==> src/design/async_mem_params.svh <==
// Purpose: shared constants for the asynchronous memory controller
// Assumes: phase fields are held as (count - 1), so zero means one period
// Notes:   included by the package file; the controller only uses its macros
`ifndef ASYNC_MEM_PARAMS_SVH
`define ASYNC_MEM_PARAMS_SVH

`define AM_NUM_CS        3
`define AM_CS_W          2
`define AM_ADDR_W        22
`define AM_BANK_W        2
`define AM_DATA_W        16
`define AM_BYTE_W        8
`define AM_TA_W          2
`define AM_SETUP_W       4
`define AM_STROBE_W      6
`define AM_HOLD_W        3
`define AM_CNT_W         6
`define AM_MAXWAIT_W     8
`define AM_WAIT_UNIT     16
`define AM_WSUB_W        4
`define AM_WSUB_LAST     4'hf
`define AM_RELEASE_CYC   1
`define AM_CNT_ZERO      6'h00
`define AM_CS_IDLE       3'h7
`define AM_DATA_RST      16'h0000
`define AM_ADDR_RST      22'h000000
`define AM_BANK_RST      2'h0

`endif

==> src/design/async_mem_pkg.sv <==
// Purpose: types for the asynchronous memory controller
// Assumes: constants come from async_mem_params.svh
// Notes:   config fields store count - 1
`include "async_mem_params.svh"

package async_mem_pkg;

  // per chip-select timing and mode setup
  typedef struct packed {
    logic [`AM_TA_W-1:0]     turnaround_cycles;
    logic [`AM_SETUP_W-1:0]  read_setup_cycles;
    logic [`AM_STROBE_W-1:0] read_strobe_cycles;
    logic [`AM_HOLD_W-1:0]   read_hold_cycles;
    logic [`AM_SETUP_W-1:0]  write_setup_cycles;
    logic [`AM_STROBE_W-1:0] write_strobe_cycles;
    logic [`AM_HOLD_W-1:0]   write_hold_cycles;
    logic                    extended_wait_enable;
    logic                    select_strobe_mode;
    logic                    wide_bus;
  } bank_cfg_t;

  // one access request
  typedef struct packed {
    logic                   write;
    logic [`AM_CS_W-1:0]    chip;
    logic [`AM_BANK_W-1:0]  bank;
    logic [`AM_ADDR_W-1:0]  addr;
    logic [`AM_DATA_W-1:0]  wdata;
  } mem_req_t;

  typedef enum logic [2:0] {
    ST_IDLE,
    ST_SETUP,
    ST_STROBE,
    ST_EXTEND,
    ST_RELEASE,
    ST_HOLD,
    ST_TURN
  } phase_t;

endpackage

==> src/design/async_mem_ctrl.sv <==
// Purpose: paces asynchronous SRAM/flash accesses in setup, strobe, hold and turnaround phases
// Assumes: one clock (interface clock); ext_wait_n and ext_data pass two flops before use
// Notes:   chip selects, strobes and data bus are driven from flops; bus parks when idle
`timescale 1ns/1ps

module async_mem_ctrl
  import async_mem_pkg::*;
#(
  parameter int NUM_CS = `AM_NUM_CS,
  parameter int DATA_W = `AM_DATA_W
)
(
  input  wire logic                                 i_ref_clk,
  input  wire logic                                 i_nrst,
  input  wire async_mem_pkg::bank_cfg_t             i_bank_cfg [NUM_CS],
  input  wire logic [`AM_MAXWAIT_W-1:0]             i_max_wait_cycles,
  input  wire logic                                 i_req_valid,
  input  wire async_mem_pkg::mem_req_t              i_req,
  output logic                                      o_req_ready,
  output logic                                      o_done,
  output logic                                      o_timeout,
  output logic [DATA_W-1:0]                         o_rdata,
  output logic [NUM_CS-1:0]                         o_async_chip_select_n,
  output logic                                      o_output_enable_n,
  output logic                                      o_write_enable_n,
  output logic [`AM_ADDR_W-1:0]                     o_ext_address,
  output logic [`AM_BANK_W-1:0]                     o_bank_address,
  input  wire logic [DATA_W-1:0]                    i_ext_data,
  output logic [DATA_W-1:0]                         o_ext_data,
  output logic                                      o_ext_data_oe,
  input  wire logic                                 i_ext_wait_n
);
  import async_mem_pkg::*;

  // the logic serves exactly the documented pin set
  if (NUM_CS != `AM_NUM_CS || DATA_W != `AM_DATA_W)
  begin : g_check
    $error("async_mem_ctrl: NUM_CS must be 3 and DATA_W 16");
  end

  // the phase counter must hold the widest programmed field
  if (`AM_CNT_W < `AM_STROBE_W || `AM_CNT_W < `AM_SETUP_W || `AM_CNT_W < `AM_HOLD_W || `AM_CNT_W < `AM_TA_W)
  begin : g_cnt_check
    $error("async_mem_ctrl: phase counter narrower than a phase field");
  end

  // one wait unit is exactly one full turn of the sub-counter
  if ((1 << `AM_WSUB_W) != `AM_WAIT_UNIT)
  begin : g_unit_check
    $error("async_mem_ctrl: wait sub-counter does not span one wait unit");
  end

  // the unit ends on the sub-counter's top value
  if (`AM_WSUB_LAST != `AM_WAIT_UNIT - 1)
  begin : g_last_check
    $error("async_mem_ctrl: last sub-count does not close the wait unit");
  end

  // at least one release period keeps the strobe end on a phase edge
  if (`AM_RELEASE_CYC < 1)
  begin : g_release_check
    $error("async_mem_ctrl: release phase must last one period or more");
  end

  // the chip field must be able to name every select
  if ((1 << `AM_CS_W) < NUM_CS)
  begin : g_chip_check
    $error("async_mem_ctrl: chip field too narrow for the select count");
  end

  phase_t                   state;
  phase_t                   next_state;
  logic [`AM_CNT_W-1:0]     cnt;
  logic [`AM_CNT_W-1:0]     next_cnt;
  mem_req_t                 req;
  bank_cfg_t                cfg;
  logic                     wait_n_s1;
  logic                     wait_n_s2;
  logic [DATA_W-1:0]        data_s1;
  logic [DATA_W-1:0]        data_s2;
  logic [`AM_WSUB_W-1:0]    wsub;
  logic [`AM_MAXWAIT_W-1:0] wait_cycle_count;
  logic                     wait_limit;
  logic                     accept;
  logic                     strobe_phase;
  logic                     next_strobe;
  logic                     next_active;

  // config of the access in flight; in idle look ahead to the incoming one
  // config is read live, so software changes it only while the controller is idle
  assign cfg    = i_bank_cfg[(state == ST_IDLE) ? i_req.chip : req.chip];
  assign accept = i_req_valid && o_req_ready && (i_req.chip < `AM_CS_W'(NUM_CS));

  // limit hit after max_wait_cycles + 1 full units of sixteen periods
  assign wait_limit = (wait_cycle_count == i_max_wait_cycles) && (wsub == `AM_WSUB_LAST);

  assign strobe_phase = (state == ST_STROBE) || (state == ST_EXTEND) || (state == ST_RELEASE);
  assign next_strobe  = (next_state == ST_STROBE) || (next_state == ST_EXTEND) || (next_state == ST_RELEASE);
  assign next_active  = next_strobe || (next_state == ST_SETUP) || (next_state == ST_HOLD);

  // two-flop synchronisers for the wait pin and the read data bus
  always_ff @(posedge i_ref_clk or negedge i_nrst)
  begin
    if (!i_nrst)
    begin
      wait_n_s1 <= 1'b1;
      wait_n_s2 <= 1'b1;
      data_s1   <= `AM_DATA_RST;
      data_s2   <= `AM_DATA_RST;
    end
    else
    begin
      wait_n_s1 <= i_ext_wait_n;
      wait_n_s2 <= wait_n_s1;
      data_s1   <= i_ext_data;
      data_s2   <= data_s1;
    end
  end

  // phase sequencer: counts load count-1, so a field of n gives n+1 periods
  always_comb
  begin
    next_state = state;
    next_cnt   = cnt - `AM_CNT_W'(1);
    unique case (state)
      ST_IDLE:
      begin
        next_cnt = `AM_CNT_ZERO;
        if (accept)
        begin
          next_state = ST_SETUP;
          next_cnt   = i_req.write ? `AM_CNT_W'(cfg.write_setup_cycles)
                                   : `AM_CNT_W'(cfg.read_setup_cycles);
        end
      end
      ST_SETUP:
        if (cnt == `AM_CNT_ZERO)
        begin
          next_state = ST_STROBE;
          next_cnt   = req.write ? cfg.write_strobe_cycles : cfg.read_strobe_cycles;
        end
      ST_STROBE:
        if (cnt == `AM_CNT_ZERO)
        begin
          // wait must already be seen here, which the far side's lead time guarantees
          if (cfg.extended_wait_enable && !wait_n_s2)
          begin
            next_state = ST_EXTEND;
            next_cnt   = `AM_CNT_ZERO;
          end
          else
          begin
            next_state = ST_HOLD;
            next_cnt   = req.write ? `AM_CNT_W'(cfg.write_hold_cycles)
                                   : `AM_CNT_W'(cfg.read_hold_cycles);
          end
        end
      ST_EXTEND:
      begin
        next_cnt = `AM_CNT_ZERO;
        if (wait_n_s2)
        begin
          // two sync flops, this decision edge and one release period: strobe ends 4 periods after the pin
          next_state = ST_RELEASE;
          next_cnt   = `AM_CNT_W'(`AM_RELEASE_CYC - 1);
        end
        else if (wait_limit)
        begin
          next_state = ST_HOLD;
          next_cnt   = req.write ? `AM_CNT_W'(cfg.write_hold_cycles)
                                 : `AM_CNT_W'(cfg.read_hold_cycles);
        end
      end
      ST_RELEASE:
        if (cnt == `AM_CNT_ZERO)
        begin
          next_state = ST_HOLD;
          next_cnt   = req.write ? `AM_CNT_W'(cfg.write_hold_cycles)
                                 : `AM_CNT_W'(cfg.read_hold_cycles);
        end
      ST_HOLD:
        if (cnt == `AM_CNT_ZERO)
        begin
          next_state = ST_TURN;
          next_cnt   = `AM_CNT_W'(cfg.turnaround_cycles);
        end
      ST_TURN:
        if (cnt == `AM_CNT_ZERO)
        begin
          next_state = ST_IDLE;
          next_cnt   = `AM_CNT_ZERO;
        end
    endcase
  end

  // state and phase counter
  always_ff @(posedge i_ref_clk or negedge i_nrst)
  begin
    if (!i_nrst)
    begin
      state <= ST_IDLE;
      cnt   <= `AM_CNT_ZERO;
    end
    else
    begin
      state <= next_state;
      cnt   <= next_cnt;
    end
  end

  // request latch, held stable for the whole access
  always_ff @(posedge i_ref_clk or negedge i_nrst)
  begin
    if (!i_nrst)
      req <= '0;
    else if (accept)
      req <= i_req;
  end

  // extended wait counter in units of sixteen interface periods
  // the extension ends on the pin, so its length is wait time plus release, not a multiple of sixteen
  always_ff @(posedge i_ref_clk or negedge i_nrst)
  begin
    if (!i_nrst)
    begin
      wsub             <= '0;
      wait_cycle_count <= '0;
    end
    else if (state != ST_EXTEND)
    begin
      wsub             <= '0;
      wait_cycle_count <= '0;
    end
    else
    begin
      wsub <= wsub + `AM_WSUB_W'(1);
      if (wsub == `AM_WSUB_LAST)
        wait_cycle_count <= wait_cycle_count + `AM_MAXWAIT_W'(1);
    end
  end

  // chip select and strobes, registered from the next phase so pins change on phase edges
  always_ff @(posedge i_ref_clk or negedge i_nrst)
  begin
    if (!i_nrst)
    begin
      o_async_chip_select_n <= `AM_CS_IDLE;
      o_output_enable_n     <= 1'b1;
      o_write_enable_n      <= 1'b1;
    end
    else
    begin
      o_async_chip_select_n <= `AM_CS_IDLE;
      // select strobe mode drops the select only with the strobe itself
      if (cfg.select_strobe_mode ? next_strobe : next_active)
        o_async_chip_select_n[(state == ST_IDLE) ? i_req.chip : req.chip] <= 1'b0;
      o_output_enable_n <= !(next_strobe && !req.write);
      o_write_enable_n  <= !(next_strobe && req.write);
    end
  end

  // address and bank load on accept and park between accesses
  // parking avoids needless address toggling between accesses
  always_ff @(posedge i_ref_clk or negedge i_nrst)
  begin
    if (!i_nrst)
    begin
      o_ext_address  <= `AM_ADDR_RST;
      o_bank_address <= `AM_BANK_RST;
    end
    else if (accept)
    begin
      o_ext_address  <= i_req.addr;
      o_bank_address <= i_req.bank;
    end
  end

  // data bus: write data on accept, released only while a read strobe runs
  always_ff @(posedge i_ref_clk or negedge i_nrst)
  begin
    if (!i_nrst)
    begin
      o_ext_data    <= `AM_DATA_RST;
      o_ext_data_oe <= 1'b1;
    end
    else
    begin
      if (accept && i_req.write)
        o_ext_data <= cfg.wide_bus ? i_req.wdata : {{(DATA_W-`AM_BYTE_W){1'b0}}, i_req.wdata[`AM_BYTE_W-1:0]};
      o_ext_data_oe <= !(next_strobe && !req.write);
    end
  end

  // read capture as the strobe closes; data seen through the synchroniser lags two periods
  // limitation: the memory must drive valid data two periods before the strobe ends
  always_ff @(posedge i_ref_clk or negedge i_nrst)
  begin
    if (!i_nrst)
      o_rdata <= `AM_DATA_RST;
    else if (strobe_phase && (next_state == ST_HOLD) && !req.write)
      o_rdata <= cfg.wide_bus ? data_s2 : {{(DATA_W-`AM_BYTE_W){1'b0}}, data_s2[`AM_BYTE_W-1:0]};
  end

  // handshake and status
  always_ff @(posedge i_ref_clk or negedge i_nrst)
  begin
    if (!i_nrst)
    begin
      o_req_ready <= 1'b1;
      o_done      <= 1'b0;
      o_timeout   <= 1'b0;
    end
    else
    begin
      o_req_ready <= (next_state == ST_IDLE);
      o_done      <= (state == ST_HOLD) && (next_state == ST_TURN);
      if (accept)
        o_timeout <= 1'b0;
      else if ((state == ST_EXTEND) && !wait_n_s2 && wait_limit)
        o_timeout <= 1'b1;
    end
  end

endmodule

==> config.mk <==
export PLATFORM = sky130hd
export DESIGN_NAME = async_mem_ctrl
export DESIGN_NICKNAME = d
export VERILOG_FILES = /design/src/design/async_mem_pkg.sv /design/src/design/async_mem_ctrl.sv
export VERILOG_INCLUDE_DIRS = /design/src /design/src/design
export SDC_FILE = /design/constraint.sdc
export NUM_CORES = 1
export LEC_CHECK = 0
export ABC_AREA = 1
export ABC_CLOCK_PERIOD_IN_PS = 2400
export BUFFER_PORTS_ARGS = -buffer_cell sky130_fd_sc_hd__buf_2
export CORE_MARGIN = 1.5
export CORE_UTILIZATION = 49
export CTS_CLUSTER_SIZE = 40
export DETAILED_ROUTE_END_ITERATION = 12
export PLACE_DENSITY_LB_ADDON = 0.1
export REMOVE_ABC_BUFFERS = 1
export SYNTH_ARGS = -nofsm -noshare
export SYNTH_HDL_FRONTEND = slang
export SYNTH_SLANG_ARGS = --single-unit
==> constraint.sdc <==
create_clock -name i_ref_clk -period 2.4 [get_ports i_ref_clk]
set_clock_uncertainty 0.2 [all_clocks]
set_input_delay 0.6 -clock i_ref_clk [delete_from_list [all_inputs] [get_ports i_ref_clk]]
set_output_delay 0.6 -clock i_ref_clk [all_outputs]
set_load 0.005 [all_outputs]
==> results.cfg <==
[run]
cap_violations = 0

[finish]
fillers = 976
area_growth_pct = 38.8
nets = 1186
design_area_um2 = 8220
ff_latch_area_um2 = 3060
drive_above_1_share = 0.349
final_cell_mix = nand2_1, buf_2, dfrtp_1
antenna_cells = 0
mostFrequentLayoutCell = nand2_1
utilization = 0.708
multi_input_area_um2 = 2590

[synthesis]
syn_area_um2 = 5920
avgSynthCellArea_um2 = 7.91
ys_seq_elements = 122
synth_edf_count = 0
netlist_top_cells_area = dfrtp_1, nand2_1, o21ai_0, nand3_1, inv_1
synthCells = 749
synth_flop_cell = dfrtp_1
async_flop_share = 1.00
yosysTopAreaCellShare = 0.482
synthDominantAreaCellType = dfrtp_1
ys_warn_count = 0
synth-seq-area-share = 0.517
synth.distinct_cells = 44

[global_route]
first_global_vias = 5585
grt_pass1_wl_mm = 25.6
grt_max_degree = 122
grtUsageTotal = 0.255
antenna_found_initial = 0
grt-ovfl-total = 0

[timing]
fmax_ghz = 0.437
timing_hold_violations_final = 0
whs_ns = 0.0877
finalSetupViolCount = 0
worstMarginPinSlew_ns = 0.629
slew_headroom = 0.580
drv_slew = 0
fin_crit_sh = 0.953
period_needed_ns = 2.29
rsz0062_at_grt = true

[cts]
htree_levels = 4
cts_sinks = 122
cts_buffers = 17
cts_tree = yes
cts-root-buf = clkbuf_16
clk_pin_slew_worst_paths_ns = 0.06
clk_latency_ns = 0.41
cts_buffer_depth = 2

[placement]
port-buffer-count = 228
placed_cell_area_um2 = 7380
place_congestion = 0.877
dpl.hpwl_mm = 11.4

[worst_setup_path]
crit_cells = 14
crit_slowest_cell = dfrtp_1
cp_max_fo = 9
crit_path_cell_trace = ha_2 -> nand2_2 -> nor2_4 -> nand3_2 -> nor2_2 -> nand2_2 -> a21oi_4 -> nand3_4 -> inv_4 -> nand2_8 -> buf_8 -> nor2_8 -> nand2_1 -> nand2_1
path_buf_inv = 2
critPathLaunchType = flop
slowest_delay_ns = 0.35
critical_path_class = flop to flop
cp_top_family = simple AND/OR/NAND/NOR gates
crit_arrival_ns = 2.43
ff2ff_path_depth = 14
worstPathRequired_ns = 2.55
setup.worst_path.end_class = flop

[power_and_ir_drop]
pwr-share-clk = 0.262
seqPwrFrac = 0.292
vdd_drop_max_v = 0.000706
p_int_mw = 6.15
p_total_mw = 10.1
combPwrFrac = 0.446
p_sw_frac = 0.389
p_switching_mw = 3.91
p_leak_nw = 4.55
cellPowerDensity_nw_per_um2 = 1220

[floorplan]
start_util = 0.510
io_pins = 229
dieWidth_um = 113
die_y_um = 113
core_area_um2 = 11600
die_area_um2 = 12800
num_rows = 39

[drt]
postRouteAntennaNets = 0
wl_met3_mm = 1.25
vias_per_cell = 4.95
drt-met1-wl_mm = 6.78
first_iter_violations = 297
drc = 0
wl_per_cell_um = 13.7
firstDrtPassIters = 5
top_layer_used = met4
route.met2.wl_mm = 7.74
vias = 5809
wl_mm = 16.1

[min_path]
hold_path_depth = 1
hp-class = primary input to flop

[status]
status = finished clean
final timing paths:
kind | from | to | slack, ns
max reg2reg | wsub[1] | o_rdata[9] | 0.11
max | wsub[1] | o_rdata[9] | 0.11
min reg2reg | data_s1[5] | data_s2[5] | 0.15
max in group asynchronous | i_nrst | state[1] | 0.86
min in group asynchronous | i_nrst | o_ext_address[3] | 0.32
min | i_ext_wait_n | wait_n_s1 | 0.09
through the flow:
| step | setup WS, ns | cells | TNS (ns) |
|---|---|---|---|
| after floorplan | -0.576 | 721 | -20.29 |
| final | 0.113 | 1173 | 0 |
| after global routing | -0.0234 | 1173 | -0.0868 |
| after global placement | 0.0672 | 1127 | 0 |
| after detailed placement | -0.00104 | 1127 | -0.00104 |
| after CTS | -0.000387 | 1160 | -0.000387 |
worst register-to-register path, delay by kind of cell (launching register included):
kind / cells / cell delay (ns)
AO/OA/AOI/OAI: 1 / 0.19
adder cells (fa/ha/maj): 1 / 0.19
buffers and inverters: 2 / 0.26
flip-flops: 1 / 0.35
AND/OR/NAND/NOR: 10 / 1.04
timing repair:
action | in CTS | in global routing
setup buffers | 0 | 13
endpoints found under the hold margin | 1 | 0
hold buffers | 1 | 0
setup endpoints to repair | 4 | 29
gates cloned | 1 | 0
pin swaps | 0 | 10
gates resized for setup | 0 | 32
layer usage:
layer | vias up | GRT usage
li1 | 2917 | -
met1 | 2630 | 0.301
met2 | 240 | 0.443
met3 | 22 | 0.0787
met4 | 0 | 0.0900
met5 | - | 0
power by group through the flow:
| stage | clock [mW] | combinational (mW) | sequential [mW] |
|---|---|---|---|
| global placement | 0 | 4.08 | 2.95 |
| finish | 2.63 | 4.48 | 2.94 |
| floorplan | 0 | 2.40 | 2.99 |
| detailed placement | 0 | 4.13 | 2.94 |
| CTS | 2.67 | 4.17 | 2.94 |
| global route | 2.79 | 5.03 | 3.00 |
state kept, by name, indices dropped and copies added, names as in the netlist, 4 cells and up:
register          flops
wsub                  4
cnt                   6
wait_cycle_count      8
data_s1              16
o_rdata              16
o_ext_data           16
data_s2              16
o_ext_address        22
Yosys cell counts (3+ instances only):
cell,number
nand2_1,304
dfrtp_1,114
o21ai_0,58
inv_1,57
nand3_1,45
nor2_1,40
o21ai_1,15
a21oi_1,14
clkbuf_1,10
buf_2,9
nand2_2,9
dfstp_2,8
xnor2_1,7
nor3_1,5
buf_1,4
ha_1,4
or2_2,4
inv_2,3
nand3_2,3
kinds of logic after synthesis:
family          after synthesis  share of synthesized area
simple gates                423                      0.306
xor+xnor                      9                     0.0133
buf+inv                      90                     0.0634
flops                       122                      0.517
compound gates              101                     0.0921
fa+ha+maj                     4                    0.00845
final cells by class:
cell class,count,area share
Sequential cell,122,0.373
Multi-Input combinational cell,538,0.315
Timing Repair Buffer,277,0.187
Clock buffer,19,0.0551
Inverter,62,0.0292
Tap cell,143,0.0218
Clock inverter,12,0.0198
No activity file was read; power rests on OpenSTA's default activity.
